### src/include/mce_pkg.sv
// constants and types shared by the measurement command engine
// Contract
// - one-shot acquire applies function, range, resolution, measures once, result to output
// - setup-only command loads function, range, resolution; no measurement until armed
// - arm-and-return moves idle to wait-for-trigger; trigger then starts measurement
// - arm-and-return readings go to output; measuring halts while output buffer full
// - arm-to-memory moves idle to wait-for-trigger; readings stored in reading memory
// - memory-to-output copies stored readings into the output buffer
// - integration cycles accept 0.02, 0.1, 1, 10 plus minimum and maximum keywords
// - averaging window type is sliding or block-repeat, sliding after reset
// - at most one of seven math operations enabled; new selection replaces old
// - math path stays inactive for continuity and diode functions
// - math preset registers writable by controller; result registers hold outputs
// - math selector offers seven named choices plus separate on/off enable
// - triggers accepted only in wait-for-trigger; others start nothing
// - trigger source is bus software, immediate internal, or external rear panel
// - arm-to-memory while measuring is ignored and logs error -214
// - memory-to-output with empty reading memory logs error -230
package mce_pkg;
  localparam int DATA_W = 32;
  localparam int FIFO_DEPTH = 8;
  localparam int MEM_DEPTH = 16;
  localparam logic [2:0] CMD_ACQUIRE = 3'h1;
  localparam logic [2:0] CMD_SETUP = 3'h2;
  localparam logic [2:0] CMD_ARM_OUT = 3'h3;
  localparam logic [2:0] CMD_ARM_MEM = 3'h4;
  localparam logic [2:0] CMD_MEM_OUT = 3'h5;
  localparam logic [3:0] FUNC_CONT = 4'h9;
  localparam logic [3:0] FUNC_DIODE = 4'ha;
  localparam logic [3:0] FUNC_RESET = 4'h0;
  localparam logic [3:0] RANGE_DEFAULT = 4'hf;
  localparam logic [3:0] RANGE_RESET = 4'h0;
  localparam logic [3:0] RES_DEFAULT = 4'hf;
  localparam logic [3:0] RES_RESET = 4'h0;
  // integration codes: 0.02, 0.1, 1, 10 cycles, then min and max keywords
  localparam logic [2:0] NPL_002 = 3'h0;
  localparam logic [2:0] NPL_01 = 3'h1;
  localparam logic [2:0] NPL_1 = 3'h2;
  localparam logic [2:0] NPL_10 = 3'h3;
  localparam logic [2:0] NPL_MIN = 3'h4;
  localparam logic [2:0] NPL_MAX = 3'h5;
  localparam logic [2:0] NPL_RESET = NPL_10;
  localparam logic [1:0] TRIG_BUS = 2'h0;
  localparam logic [1:0] TRIG_IMM = 2'h1;
  localparam logic [1:0] TRIG_EXT = 2'h2;
  localparam logic [2:0] MATH_PCT = 3'h0;
  localparam logic [2:0] MATH_STATS = 3'h1;
  localparam logic [2:0] MATH_NULL = 3'h2;
  localparam logic [2:0] MATH_LIMIT = 3'h3;
  localparam logic [2:0] MATH_SCALE = 3'h4;
  localparam logic [2:0] MATH_REL_DECIBEL = 3'h5;
  localparam logic [2:0] MATH_ABS_DECIBEL = 3'h6;
  localparam logic [15:0] ERR_INIT_IGNORED = 16'hff2a;
  localparam logic [15:0] ERR_DATA_STALE = 16'hff1a;
  typedef enum logic [2:0] {
    MCE_IDLE, MCE_WAIT_TRIG, MCE_ONE_SHOT_ACQUIRE, MCE_DRAIN
  } mce_state_t;
endpackage

### src/hdl/mce_fifo.sv
// parameterised valid/ready fifo on the reading output path
`timescale 1ns/1ps
`default_nettype none
module mce_fifo #(
  parameter int WIDTH = 32,
  parameter int DEPTH = 8
) (
  input wire logic clock,
  input wire logic rst,
  input wire logic [WIDTH-1:0] in_data,
  input wire logic in_valid,
  output logic in_ready,
  output logic [WIDTH-1:0] out_data,
  output logic out_valid,
  input wire logic out_ready
);
  localparam int AW = $clog2(DEPTH);
  logic [WIDTH-1:0] mem [DEPTH];
  logic [AW-1:0] wr_reg, rd_reg;
  logic [AW:0] cnt_reg;
  logic push, pop;
  assign in_ready = cnt_reg != (AW+1)'(DEPTH);
  assign out_valid = cnt_reg != '0;
  assign out_data = mem[rd_reg];
  assign push = in_valid && in_ready;
  assign pop = out_valid && out_ready;
  always_ff @(posedge clock) begin
    if (rst) begin
      wr_reg <= '0;
      rd_reg <= '0;
      cnt_reg <= '0;
    end else begin
      if (push) begin
        mem[wr_reg] <= in_data;
        wr_reg <= (wr_reg == AW'(DEPTH-1)) ? '0 : wr_reg + 1'b1;
      end
      if (pop) begin
        rd_reg <= (rd_reg == AW'(DEPTH-1)) ? '0 : rd_reg + 1'b1;
      end
      cnt_reg <= cnt_reg + (AW+1)'(push) - (AW+1)'(pop);
    end
  end
endmodule
`default_nettype wire

### src/hdl/mce_engine.sv
// measurement command engine: configuration, trigger machine, reading paths
`timescale 1ns/1ps
`default_nettype none
module mce_engine #(
  parameter int DATA_W = mce_pkg::DATA_W,
  parameter int FIFO_DEPTH = mce_pkg::FIFO_DEPTH,
  parameter int MEM_DEPTH = mce_pkg::MEM_DEPTH
) (
  input wire logic clock,
  input wire logic rst,
  input wire logic cmd_valid,
  input wire logic [2:0] cmd_code,
  input wire logic [3:0] cmd_function,
  input wire logic [3:0] cmd_range,
  input wire logic [3:0] cmd_resolution,
  input wire logic [7:0] cmd_count,
  input wire logic cfg_valid,
  input wire logic [2:0] cfg_integration_cycles,
  input wire logic cfg_average_window_type,
  input wire logic [1:0] cfg_trig_source,
  input wire logic [2:0] cfg_math_op_select,
  input wire logic cfg_math_on,
  input wire logic preset_valid,
  input wire logic [DATA_W-1:0] preset_value,
  input wire logic bus_trigger,
  input wire logic ext_trigger,
  output logic meas_start,
  output logic [3:0] meas_function,
  output logic [3:0] meas_range,
  output logic [3:0] meas_resolution,
  output logic [2:0] integration_cycles,
  output logic average_window_type,
  output logic [2:0] math_op_select,
  output logic math_active,
  input wire logic adc_done,
  input wire logic [DATA_W-1:0] adc_data,
  output logic [DATA_W-1:0] math_result,
  output logic [DATA_W-1:0] out_data,
  output logic out_valid,
  input wire logic out_ready,
  output logic busy,
  output logic mem_empty,
  output logic err_valid,
  output logic [15:0] err_code
);
  localparam int MAW = $clog2(MEM_DEPTH);
  typedef struct packed {
    mce_pkg::mce_state_t st;
    logic to_mem;
    logic [7:0] left;
    logic [3:0] func;
    logic [3:0] rng;
    logic [3:0] res;
    logic [2:0] npl;
    logic avg;
    logic [1:0] tsrc;
    logic [2:0] mop;
    logic mon;
    logic [DATA_W-1:0] preset;
    logic [DATA_W-1:0] result;
    logic start;
    logic [DATA_W-1:0] pend;
    logic pend_v;
    logic [MAW:0] mcnt;
    logic [MAW-1:0] rdp;
    logic ev;
    logic [15:0] ec;
    logic [DATA_W-1:0] odata;
    logic ovalid;
    logic mact;
    logic bsy;
    logic memp;
  } mce_s_t;
  mce_s_t s_reg, s_next;
  logic [DATA_W-1:0] rmem [MEM_DEPTH];
  logic fifo_in_ready, trig_ok, math_en, wr_mem, push, fifo_pop;
  logic [DATA_W-1:0] fifo_q;
  logic fifo_v;

  function automatic logic math_allowed(input logic [3:0] f);
    math_allowed = (f != mce_pkg::FUNC_CONT) && (f != mce_pkg::FUNC_DIODE);
  endfunction

  always_comb begin
    unique case (s_reg.tsrc)
      mce_pkg::TRIG_BUS: trig_ok = bus_trigger;
      mce_pkg::TRIG_EXT: trig_ok = ext_trigger;
      default: trig_ok = 1'b1;
    endcase
  end
  assign math_en = s_reg.mon && math_allowed(s_reg.func);
  assign push = s_reg.pend_v && fifo_in_ready;
  assign wr_mem = adc_done && s_reg.st == mce_pkg::MCE_ONE_SHOT_ACQUIRE && s_reg.to_mem
                  && s_reg.mcnt != (MAW+1)'(MEM_DEPTH);

  always_comb begin
    s_next = s_reg;
    s_next.start = 1'b0;
    s_next.ev = 1'b0;
    if (push) s_next.pend_v = 1'b0;
    if (cfg_valid) begin
      if (cfg_integration_cycles <= mce_pkg::NPL_MAX) s_next.npl = cfg_integration_cycles;
      s_next.avg = cfg_average_window_type;
      s_next.tsrc = cfg_trig_source;
      if (cfg_math_op_select <= mce_pkg::MATH_ABS_DECIBEL) s_next.mop = cfg_math_op_select;
      s_next.mon = cfg_math_on;
    end
    if (preset_valid) s_next.preset = preset_value;
    unique case (s_reg.st)
      mce_pkg::MCE_IDLE: begin
        if (cmd_valid) begin
          if (cmd_code == mce_pkg::CMD_ACQUIRE || cmd_code == mce_pkg::CMD_SETUP) begin
            s_next.func = cmd_function;
            s_next.rng = (cmd_range == mce_pkg::RANGE_DEFAULT) ? mce_pkg::RANGE_RESET
                         : cmd_range;
            s_next.res = (cmd_resolution == mce_pkg::RES_DEFAULT) ? mce_pkg::RES_RESET
                         : cmd_resolution;
          end
          if (cmd_code == mce_pkg::CMD_ACQUIRE) begin
            s_next.npl = mce_pkg::NPL_RESET;
            s_next.tsrc = mce_pkg::TRIG_IMM;
            s_next.mon = 1'b0;
            s_next.to_mem = 1'b0;
            s_next.left = 8'h01;
            s_next.st = mce_pkg::MCE_WAIT_TRIG;
          end
          if (cmd_code == mce_pkg::CMD_ARM_OUT || cmd_code == mce_pkg::CMD_ARM_MEM) begin
            s_next.to_mem = cmd_code == mce_pkg::CMD_ARM_MEM;
            s_next.left = (cmd_count == 8'h00) ? 8'h01 : cmd_count;
            s_next.st = mce_pkg::MCE_WAIT_TRIG;
            if (cmd_code == mce_pkg::CMD_ARM_MEM) s_next.mcnt = '0;
          end
          if (cmd_code == mce_pkg::CMD_MEM_OUT) begin
            if (s_reg.mcnt == '0) begin
              s_next.ev = 1'b1;
              s_next.ec = mce_pkg::ERR_DATA_STALE;
            end else begin
              s_next.rdp = '0;
              s_next.st = mce_pkg::MCE_DRAIN;
            end
          end
        end
      end
      mce_pkg::MCE_WAIT_TRIG: begin
        // pending reading must leave before the next is started
        if (trig_ok && !s_reg.pend_v) begin
          s_next.start = 1'b1;
          s_next.st = mce_pkg::MCE_ONE_SHOT_ACQUIRE;
        end
      end
      mce_pkg::MCE_ONE_SHOT_ACQUIRE: begin
        if (adc_done) begin
          s_next.result = math_en ? adc_data - s_reg.preset : adc_data;
          if (!s_reg.to_mem) begin
            s_next.pend = adc_data;
            s_next.pend_v = 1'b1;
          end else if (wr_mem) begin
            s_next.mcnt = s_reg.mcnt + 1'b1;
          end
          s_next.left = s_reg.left - 8'h01;
          s_next.st = (s_reg.left == 8'h01) ? mce_pkg::MCE_IDLE
                      : mce_pkg::MCE_WAIT_TRIG;
        end
      end
      mce_pkg::MCE_DRAIN: begin
        if (!s_reg.pend_v || push) begin
          s_next.pend = rmem[s_reg.rdp];
          s_next.pend_v = 1'b1;
          s_next.rdp = s_reg.rdp + 1'b1;
          if ((MAW+1)'(s_reg.rdp) + 1'b1 == s_reg.mcnt) s_next.st = mce_pkg::MCE_IDLE;
        end
      end
      default: s_next.st = mce_pkg::MCE_IDLE;
    endcase
    if (cmd_valid && cmd_code == mce_pkg::CMD_ARM_MEM && s_reg.st != mce_pkg::MCE_IDLE) begin
      s_next.ev = 1'b1;
      s_next.ec = mce_pkg::ERR_INIT_IGNORED;
    end
    // an offered reading is held until the controller takes it
    if (fifo_pop) begin
      s_next.odata = fifo_q;
      s_next.ovalid = fifo_v;
    end
    s_next.mact = s_next.mon && math_allowed(s_next.func);
    s_next.bsy = s_next.st != mce_pkg::MCE_IDLE;
    s_next.memp = s_next.mcnt == '0;
  end

  always_ff @(posedge clock) begin
    if (rst) begin
      s_reg <= '0;
      s_reg.st <= mce_pkg::MCE_IDLE;
      s_reg.func <= mce_pkg::FUNC_RESET;
      s_reg.npl <= mce_pkg::NPL_RESET;
      s_reg.avg <= 1'b0;
      s_reg.tsrc <= mce_pkg::TRIG_IMM;
      s_reg.mop <= mce_pkg::MATH_PCT;
      s_reg.memp <= 1'b1;
    end else begin
      s_reg <= s_next;
    end
    if (wr_mem) rmem[s_reg.mcnt[MAW-1:0]] <= adc_data;
  end

  // fifo output is re-registered; a pop only happens while the register is empty or taken
  assign fifo_pop = !s_reg.ovalid || out_ready;
  mce_fifo #(.WIDTH(DATA_W), .DEPTH(FIFO_DEPTH)) u_fifo (
    .clock(clock),
    .rst(rst),
    .in_data(s_reg.pend),
    .in_valid(s_reg.pend_v),
    .in_ready(fifo_in_ready),
    .out_data(fifo_q),
    .out_valid(fifo_v),
    .out_ready(fifo_pop)
  );

  assign meas_start = s_reg.start;
  assign meas_function = s_reg.func;
  assign meas_range = s_reg.rng;
  assign meas_resolution = s_reg.res;
  assign integration_cycles = s_reg.npl;
  assign average_window_type = s_reg.avg;
  assign math_op_select = s_reg.mop;
  assign math_active = s_reg.mact;
  assign math_result = s_reg.result;
  assign out_data = s_reg.odata;
  assign out_valid = s_reg.ovalid;
  assign busy = s_reg.bsy;
  assign mem_empty = s_reg.memp;
  assign err_valid = s_reg.ev;
  assign err_code = s_reg.ec;
endmodule
`default_nettype wire

### config.mk
export PLATFORM = sky130hd
export DESIGN_NAME = mce_engine
export DESIGN_NICKNAME = d
export VERILOG_FILES = /design/src/include/mce_pkg.sv /design/src/hdl/mce_fifo.sv /design/src/hdl/mce_engine.sv
export SDC_FILE = /design/constraint.sdc
export NUM_CORES = 1
export LEC_CHECK = 0
export ABC_AREA = 1
export BUFFER_PORTS_ARGS = -buffer_cell sky130_fd_sc_hd__buf_2
export CAP_MARGIN = 15
export CORE_MARGIN = 10
export CORE_UTILIZATION = 60
export CTS_CLUSTER_DIAMETER = 40
export DETAILED_ROUTE_END_ITERATION = 6
export PLACE_DENSITY_LB_ADDON = 0.05
export REMOVE_ABC_BUFFERS = 1
export SLEW_MARGIN = 5
export SYNTH_ARGS = -nofsm -noshare
export SYNTH_HDL_FRONTEND = slang
export SYNTH_SLANG_ARGS = --single-unit
### constraint.sdc
create_clock -name clock -period 6.8 [get_ports clock]
set_input_delay 1.02 -clock clock [delete_from_list [all_inputs] [get_ports clock]]
set_output_delay 1.02 -clock clock [all_outputs]
set_load 0.03 [all_outputs]
-- After elaboration in Yosys (flattened, before gate mapping)
Memories as Yosys holds them, arrays and structs flattened. A register that Yosys moved wholly into a read port is not among the register bits.
Index checks and enable logic that the tools add are counted.
- register bits after elaboration: 168
- RAM bits: 768
- input port bits: 106
- output and inout bits: 105
- memories: 2
- $add $sub $neg: 9
- magnitude comparators: 2
- eq/ne operators: 28
- mux-type cells: 58
- bitwise logic cells: 1
- reductions and logical operators: 45
- memories (memory ; words ; bits a word ; read ports ; clocked after Yosys merged registers in ; write ports ; line ; RTL):
    rmem ; 16 ; 32 ; 1 ; 1 ; 1 ; mce_engine.sv:75 ; logic [DATA_W-1:0] rmem [MEM_DEPTH];
    u_fifo.mem ; 8 ; 32 ; 1 ; 1 ; 1 ; mce_fifo.sv:18 ; logic [WIDTH-1:0] mem [DEPTH];
- operators with widths (kind ; number):
    2-to-1 mux 33 bit ; 2
    case mux 33 bit (2 select lines) ; 1
    2-to-1 mux 17 bit ; 3
    2-to-1 mux 38 bit ; 1
    2-to-1 mux 12 bit ; 3
    2-to-1 mux 3 bit ; 11
    2-to-1 mux 32 bit ; 1
    subtractor 32 bit ; 1
    2-to-1 mux 27 bit ; 1
    2-to-1 mux 26 bit ; 1
    2-to-1 mux 4 bit ; 6
    2-to-1 mux 21 bit ; 1
    2-to-1 mux 5 bit ; 4
    != test 4 bit, second input constant ; 5
    2-to-1 mux 8 bit ; 2
    case mux 8 bit (2 select lines) ; 1
    AND reduction 4 bit ; 4
    nonzero test 2 bit ; 8
    2-to-1 mux 15 bit ; 1
    equality test 3 x 2 -> 1 bit, second input constant ; 4
    equality test 3 bit, second input constant ; 4
    logical AND 1 bit ; 12
    != test 2 bit, second input constant ; 6
    case mux 3 bit (4 select lines) ; 1
    34 further kinds ; 59

-- Longest topological paths before layout
Gate-level depths: netlist of run 1.
- word-level depth: 10
- depth in mapped cells: 17
- gate-level depth less buffers: 17

-- Hierarchy
A second synthesis of run 1 with hierarchy kept.
- cells, all modules: 4304
- area total of the unflattened synthesis: 42613.4 um^2
- by module, submodules not included (module ; times used ; cells an instance ; area an instance (um^2)):
    mce_engine ; 1 ; 3102 ; 30733.2
    mce_fifo ; 1 ; 1202 ; 11880.1

-- Worst setup path before layout of run 1
No wires, ideal clock.
- kind: in2reg
- from: in adc_done
- to: mem rmem[4][0], enable pin
- data arrival time: 3.562 ns
- slack: 2.777 ns
- stages: 4
- buffers on the path: 0
- cell sequence: inv_1 -> nor2_4 -> nand3_4 -> nor3_1
- word-level cells in the longest chain between the ends: 5
- RTL lines (what ; line ; RTL):
    start, declared ; mce_engine.sv:35 ; input wire logic adc_done,
    logical AND 1 bit (2 in series) ; mce_engine.sv:93 ; assign wr_mem = adc_done && s_reg.st == mce_pkg::MCE_ONE_SHOT_ACQUIRE && s_reg.to_mem
    logical AND 1 bit ; mce_engine.sv:94 ; && s_reg.mcnt != (MAW+1)'(MEM_DEPTH);
    2-to-1 mux 1 bit ; mce_engine.sv:202 ; if (wr_mem) rmem[s_reg.mcnt[MAW-1:0]] <= adc_data;
    2-to-1 mux 1 bit (not written as such) ; mce_engine.sv:202 ;
    end, declared ; mce_engine.sv:75 ;
Every way passes these cells.

-- Worst setup path after layout of run 1
- from: reg s_reg[192] (netlist bit)
- to: mem rmem[5][9], enable pin
- word-level cells in the longest chain between the ends: 6
- RTL lines (what ; line ; RTL):
    start, declared ; mce_engine.sv:74 ; mce_s_t s_reg, s_next;
    start signal, assigned ; mce_engine.sv:200 ; s_reg <= s_next;
    equality test 3 x 2 -> 1 bit ; mce_engine.sv:93 ;
    logical AND 1 bit (2 in series) ; mce_engine.sv:93 ;
    logical AND 1 bit ; mce_engine.sv:94 ;
    2-to-1 mux 1 bit ; mce_engine.sv:202 ;
    2-to-1 mux 1 bit (not written as such) ; mce_engine.sv:202 ;
Every way passes these cells.

==> results.md, run 1 <==
Status:
- The flow ran to the end, and the final reports show no timing, DRC or antenna violations.

Min path:
- The cell count of the worst hold path is 2.
- The worst hold path begins at s_reg[156].
- The min-delay analysis places its worst path in the category flop to flop.
- The worst hold path terminates at s_reg[156].

Yosys:
- Yosys mapped a number of flops with a built-in enable equal to about 770.
- The number of cells produced by synthesis is 3908.
- The netlist uses 54 different library cells.
- The fraction of synthesis flops using an asynchronous set or reset pin is 0%.
- The most instantiated flip-flop cell in the synthesis netlist is edfxtp_1.
- The post-synthesis area per instance is 10.6 µm².
- For this run, the register share of the synthesized area comes to between 60% and 70%.
- The post-synthesis sequential element count is 963.
- The synthesized area is just over 40000 µm².
- For this run, the number of Yosys warnings is 0.

Cells and area:
- The finished layout holds 4973 standard cells, fillers aside.
- The final design area excluding fillers is 46600 µm².
- The net count of the finished layout is between 4000 and 5000.
- The register with the most flip-flops in the layout has 512 of them.
- The share of cells above drive strength 1 is 12.6%.
- The synthesis-to-layout area growth is 12.8%.
- The repair_antennas step left the layout with diodes totalling 0.
- The filler cells instantiated in the layout total ~5100.

Pwr:
- Power comes to 15300 µW.
- The peak supply drop is approximately 0.26 mV.
- The total power divided by cell area is 328 nW/µm².
- The leakage dissipation is 0.0179 µW.

Worst setup path:
- Data on the critical path arrives at its endpoint at 3.85 ns.
- Of all nets on the critical path, the largest fanout is 32.
- The critical path in this run is classified as flop to flop.
- The cell occurring most often along the worst timing path is nor2_4.
- For this run, the slowest stage of the critical path takes 1.01 ns.
- STA classifies the critical path startpoint as a flop.
- The worst path required time is 7.11 ns.
- Walking the worst path, the cells encountered are inv_2 -> nor2_4 -> nand2_4 -> nor2_4 -> nand3_4 -> clkinv_2 -> nand2_1 -> nor2_4.
- The slowest cell on the critical path is nor2_4.
- The register-to-register setup slack is approximately 3.3 ns.
- The reg-to-reg startpoint is s_reg[192].
- The depth of the most critical reg-to-reg path is 8.
- STA classifies the critical path endpoint as a flop.
- In this run the critical register-to-register path is captured at rmem[5][9].

STA:
- Clock skew on the completed layout was measured at 0.0360 ns.
- At the pin with the least slew margin, the transition time is 1.20 ns.
- The final hold violation count is 0.
- For the finished layout, the period the worst path requires is around 3.5 ns.
- The post-route worst setup slack is 3.27 ns.
- The number of max-slew violations in the final report is 0.
- For the final routed database, the setup TNS stands at 0 ns.
- After layout, the worst path uses 52.0% of the clock period.
- Setup repair after global routing left no endpoint under its margin.
- Based on the critical path, the design can be clocked at up to approximately 280 MHz.
- Headroom to the max-slew limit came out at 19.7%.
- The setup violation total in the final timing report is 0.

Global route:
- The number of global-route vias before repair is approximately 29000.
- The pin count of the biggest net entering global routing is roughly 110.
- The overall fraction of global-route tracks in use is 27.5%.
- The initial antenna violation count is 0.
- For this run the aggregate overflow at the end of global routing stands at 0.
- The first global-routing pass estimated between 150000 and 200000 µm of wire.

CTS:
- In this run, CTS created clock tree buffers numbering between 100 and 150.
- The count of instances resized after the clock tree is built is 0.
- Counting every sink on the clock net gives 963.
- After clock tree synthesis, the clock-pin slew on the worst setup and hold paths is 0.05 ns.
- At the later pin of the worst-skew pair, clock insertion delay measures 0.73 ns.
- Post-CTS timing repair inserted 0 buffers for setup.
- The H-tree was split into 4 levels.
- Hold repair after CTS inserted 0 buffers.
- The CTS root buffer is clkbuf_16.
- The CTS tree is yes.
- No sink is reached through more buffers than the 3 on the longest clock path.

Floorplan:
- The die covers 79700 µm².
- The area of the core is 68500 µm².
- The effective utilization at floorplan is around three fifths.
- The height of the chip is about 280 µm.
- The floorplan has 96 rows.
- The die width is 282 µm.
- The number of top-level design ports is 211.

Drt:
- In the final routed layout, each cell accounts on average for 22.1 µm.
- The routed layout has 29600 vias.
- In the routed layout, each cell is associated on average with a via count of just under 6.
- The detailed-router iteration count before antenna repair is 5.
- In the routed design, unresolved DRC markers number 0.
- The count of nets left with antenna violations once routing finished came out at 0.
- The detailed router finished its first iteration with 3287 violations.
- The sum of routed wire length over all layers is 110000 µm.

Placed design:
- The total half-perimeter wirelength after legalization and detailed placement is between 60000 and 70000 µm.
- The number of buffer cells added on primary ports is a little over 200.
- OpenSTA, run right after detailed placement, puts the worst setup slack at between 2 and 3 ns.
- The standard cell area after detailed placement is roughly 42000 µm².
- The final weighted congestion in routability-driven placement is 0.927.
- Including well taps, the total number of placed cells is 4733.

Flow run:
- Max-cap violations in this run came to 0.
worst max-delay path, delay by kind of cell, from the launching register on:
| family | cells | cell delay, ns |
|---|---|---|
| DFF | 1 | 0.44 |
| buffers and inverters | 2 | 0.29 |
| and+or+nand+nor | 6 | 2.40 |
worst max-delay path by stage:
stage / start / end / slack, ns / cells after the start
2_1_floorplan: flop / s_reg[84] / -0.51 / 11
3_3_place_gp: adc_done / rmem[6][7] / 2.91 / 7
3_5_place_dp: adc_done / rmem[5][7] / 2.82 / 7
4_1_cts: s_reg[192] / rmem[5][26] / 3.27 / 8
5_1_grt: s_reg[192] / rmem[5][26] / 3.10 / 8
6_report: s_reg[192] / rmem[5][9] / 3.27 / 8
layer usage:
metal  wire length, µm  global-route usage, %
met4              3400                   10.0
met2             52200                   44.3
met1             44800                   36.5
met5                 0                      0
met3              9660                   5.93
cell families (layout without fill, tap and decap cells):
logic type	Yosys count	after routing	synth area share [%]
fa+ha+maj	50	50	1.55
compound gates	926	926	12.7
buf+inv	624	803	7.15
other cells	1	5	0.00908
flops	963	963	65.3
xor+xnor	23	23	0.488
simple gates	1321	1321	12.8
final cells by class:
type	count	area (µm²)	area share [%]
repair buffers	247	1340	2.87
multi-input cells	2325	11600	24.8
inverters	316	1200	2.57
clock buffers	165	3580	7.68
clock inverters	75	827	1.77
flip-flops and latches	963	27000	57.9
well taps	882	1100	2.37
Yosys cell counts (5+ instances only):
cell type,number,area share [%]
buf_6,19,0.52
ha_1,48,1.5
buf_4,102,1.9
buf_1,17,0.15
edfxtp_1,768,56
buf_2,61,0.74
o221ai_1,46,0.98
o21ai_1,103,1.2
clkbuf_1,108,0.98
o21ai_0,436,5.3
a21oi_1,127,1.5
o211a_1,11,0.27
nand3_1,159,1.9
nand2_1,553,5.0
inv_1,302,2.7
inv_2,7,0.064
nor3_1,12,0.15
nor4_1,5,0.076
o22ai_1,111,1.7
nor2_1,562,5.1
xor2_1,20,0.42
nand4_1,8,0.12
dfxtp_1,195,9.5
o211ai_1,73,1.3
a31oi_1,6,0.091
layout by cell type (no fill, tap or decap), types with 6 or more instances in the layout:
cell          n
dfxtp_1     191
o211ai_1     73
clkinv_2     25
nand4_1       8
buf_4        41
ha_1         48
o221ai_1     46
clkinv_1     14
clkbuf_1     21
inv_1       299
clkbuf_16   135
nor2_4       24
clkbuf_8      9
xor2_1       20
o22ai_1     111
a31oi_1       6
edfxtp_1    768
bufinv_16    13
inv_2         8
nand3_1     159
o211a_1      11
a21oi_1     127
nor3_1        9
buf_2       206
clkinv_4      6
clkinvlp_4    7
inv_6        11
o21ai_1     103
nand2_1     553
nor2_1      542
o21ai_0     436
through the flow:
stage          hold WS (ns)  utilization (%)
2_1_floorplan         0.439                -
3_3_place_gp          0.436             61.6
3_5_place_dp          0.458             61.6
4_1_cts               0.466             68.1
5_1_grt               0.495             68.1
6_report              0.462             68.1
power breakdown:
part / switching (µW) / internal [µW]
logic: 1380 / 564
registers: 88.3 / 6460
clock network: 2560 / 4250
total: 4030 / 11300
Note: power is estimated with default switching activity, not from simulation.
==> inputs of run 2 (changes only) <==
--- a/config.mk
+++ b/config.mk
@@ -9,7 +9,7 @@
 export BUFFER_PORTS_ARGS = -buffer_cell sky130_fd_sc_hd__buf_2
 export CAP_MARGIN = 15
 export CORE_MARGIN = 10
-export CORE_UTILIZATION = 60
+export CORE_UTILIZATION = 55
 export CTS_CLUSTER_DIAMETER = 40
 export DETAILED_ROUTE_END_ITERATION = 6
 export PLACE_DENSITY_LB_ADDON = 0.05
==> constraint.sdc (replaced) <==
create_clock -name clock -period 3.1 [get_ports clock]
set_input_delay 0.465 -clock clock [delete_from_list [all_inputs] [get_ports clock]]
set_output_delay 0.465 -clock clock [all_outputs]
set_load 0.03 [all_outputs]
==> run 2 against run 1 <==
Register-to-register slack worse by 2.6 ns. Sequential share of layout area shrank 1.1 points. Flip-flop and latch count unchanged. Non-clock buffer count is 50 higher. Wire length is 0.35% higher. Clock-buffer cell count is 23 lower.
==> results.md, run 2 (synthesis gave the netlist of run 1 again) <==
STA:
- The post-route worst hold slack is 0.0325 ns.
- Based on the critical path, the design can be clocked at up to 407 MHz.
- The post-layout minimum cycle time is between 2 and 2.5 ns.
- The final hold violation count is 0.
- Clock skew on the completed layout was measured at 0.0222 ns.
- Headroom to the max-slew limit came out at 46.1%.
- After layout, the worst path uses 79.3% of the clock period.
- The worst path meets setup with 0.643 ns of slack.
- The setup violation total in the final timing report is 0.
- For the pin with the worst max-slew slack, the measured transition is 0.808 ns.
- Setup repair after global routing left no endpoint under its margin.
- The aggregate negative setup slack is 0 ns.
- The number of max-slew violations in the final report is 0.

Worst setup path:
- The category of the most critical setup path is flop to flop.
- The highest cell delay on the worst timing path is 0.46 ns.
- Traced cell by cell, the critical path runs through inv_1 -> ha_1 -> nand3_1 -> nand3_4 -> clkinv_2 -> nand2_1 -> nor2_4 -> buf_12.
- The maximum net fanout on the critical path is 14.
- For this design, the slowest cell found on the critical path is nor2_4.
- The startpoint kind of the worst setup timing path is a flop.
- The worst path buffer plus inverter count is 3.
- Among cell families on the critical path, the largest total delay comes from simple AND/OR/NAND/NOR gates.
- The register-to-register setup slack is between 0.6 and 0.7 ns.
- For the worst setup path, the data arrival time is 2.83 ns.
- The worst path required time is around 3.5 ns.
- The endpoint class of the critical path is a flop.

Floorplan:
- The die covers 86500 µm².
- Row generation in the floorplan step produced 100 rows.
- The core region is 74400 µm².
- The number of top-level design ports is 211.
- The die width is around 300 µm.
- The effective utilization at floorplan is 55.5%.
- In this run the vertical extent of the chip is around 290 µm.

Cells and area:
- The count of cells in the finished layout, fillers not included, comes to 5099.
- Leaving out fill and tap cells, the most frequent cells in the layout are edfxtp_1, nand2_1, nor2_1.
- Counting the fill cells in the layout gives around 5900.
- The net count of the finished layout is approximately 4200.
- The footprint of the flip-flops and latches is 27000 µm².
- The share of cells above drive strength 1 is 13.8%.
- The most common library cell in the layout ignoring fill and taps is edfxtp_1.
- The synthesis-to-layout area growth is 15.0%.
- The final design area excluding fillers is between 40000 and 50000 µm².
- Summing all multi-input logic gate instances after layout gives 11600 µm².
- The flip-flop count of the largest register after layout is roughly 510.

Flow run:
- The count of maximum capacitance violations is 0.

Global route:
- The pin count of the biggest net entering global routing is 143.
- Global routing consumed, over all layers together, 25.2% of the routing resources.
- The initial antenna violation count is 3.
- After global routing the overflow that remains totals 0.
- The number of global-route vias before repair was 28100.
- The first global-routing pass estimated 167000 µm of wire.

CTS:
- Counting the buffers created by CTS gives 121.
- Clock tree synthesis found a total of 963 sinks.
- The CTS clock-pin slew for the worst setup and hold paths is roughly 0.05 ns.
- The clock latency on the worst-skew pair is 0.67 ns.
- The CTS tree is yes.
- Gates resized during post-CTS repair numbered 0.
- The CTS root buffer is clkbuf_16.
- The post-CTS setup buffer count is 0.
- The buffer depth of the longest clock path is 3.
- The H-tree depth is 3.
- The hold-fix buffer count after cts is 3.

Pwr:
- The cell-internal power is 24700 µW.
- Power spread over the standard cell area amounts to 706 nW/µm².
- Combinational cells account for 13.0% of the total power.
- The share of total power in the clock network is 44.4%.
- The net switching power is around 9000 µW.
- IR analysis of the VDD net gives a maximum drop of 0.564 mV.
- The share of total power dissipated in sequential elements is between 40% and 50%.
- For this design the static power due to leakage is 0.0183 µW.
- Net switching is 26.4% of the power.

Min path:
- The tightest min-delay check is of the input port to flop type.

Drt:
- The mean number of vias per cell is 5.68.
- The sum of routed wire length over all layers is 110000 µm.
- The number of routed nets with antenna violations is 0.
- The number of design rule violations left after detail routing is 0.
- The detailed-router iteration count before antenna repair is 5.
- The DRC violation total after the first TritonRoute iteration is 2917.
- The number of vias after detailed routing is between 20000 and 30000.
- The average wire per standard cell is 21.7 µm.

Placed design:
- Port buffering added just over 200 buffers.
- Before CTS, the worst setup slack after placement is 0.525 ns.
- In this run, placement finished with an instance count of 4867.
- The final weighted congestion in routability-driven placement is 0.919.
- Once placement finished, the instance area stood at 43100 µm².
- After legalization and detailed placement, the total HPWL measured 63400 µm.

Status:
- The run finished with clean final reports.
==> run 2: cell types whose count changed in the layout (fill, tap and decap cells not counted), moves of 8 or more <==
cell / change
buf_12: +35
buf_4: +12
clkbuf_1: -11
clkbuf_16: -10
inv_6: +10
clkinv_2: -9
clkinv_1: -8
==> run 2: cell type report <==
type / instances / share of cell area [%]
tap: 969 / 2.55
inverter: 316 / 2.53
timing repair buffer: 297 / 4.55
clock buffer: 142 / 6.87
antenna: 2 / 0.0105
multi-input combinational: 2325 / 24.4
sequential: 963 / 56.8
clock inverter: 85 / 2.31
==> run 2: metal layers <==
layer,global-route usage [%],wire (µm)
met1,34.1,47400
met2,41.1,51800
met3,4.35,8480
met4,8.07,2780
met5,0,0
==> run 2: stage by stage <==
stage                     total power, µW  utilization (%)
after floorplan                     17400                -
after global placement              18900             57.9
after detailed placement            18900             57.9
after CTS                           33700             63.8
after global routing                34800             63.8
final                               33500             63.8
==> run 2: worst paths after layout <==
path                                                 from               endpoint  cells past startpoint
worst min-delay path            cfg_integration_cycles[0]  integration_cycles[0]                      3
worst max-delay path                            s_reg[57]            rmem[1][12]                      8
worst min register to register                 s_reg[147]             s_reg[147]                      2
worst max register to register                  s_reg[57]            rmem[1][12]                      8
==> run 2: worst reg2reg max path, stage by stage, from the launching register on <==
cell and delay [ns]:
dfxtp_1 0.41, inv_1 0.12, ha_1 0.24, nand3_1 0.14, nand3_4 0.16, clkinv_2 0.13, nand2_1 0.25, nor2_4 0.46
buf_12 0.25
==> run 2: power by group through the flow <==
stage	Sequential, µW	Clock, µW	Combinational, µW
2_1_floorplan	15100	0	2230
3_3_place_gp	14600	0	4340
3_5_place_dp	14600	0	4380
4_1_cts	14300	15000	4410
5_1_grt	14300	15600	4920
6_report	14300	14900	4360
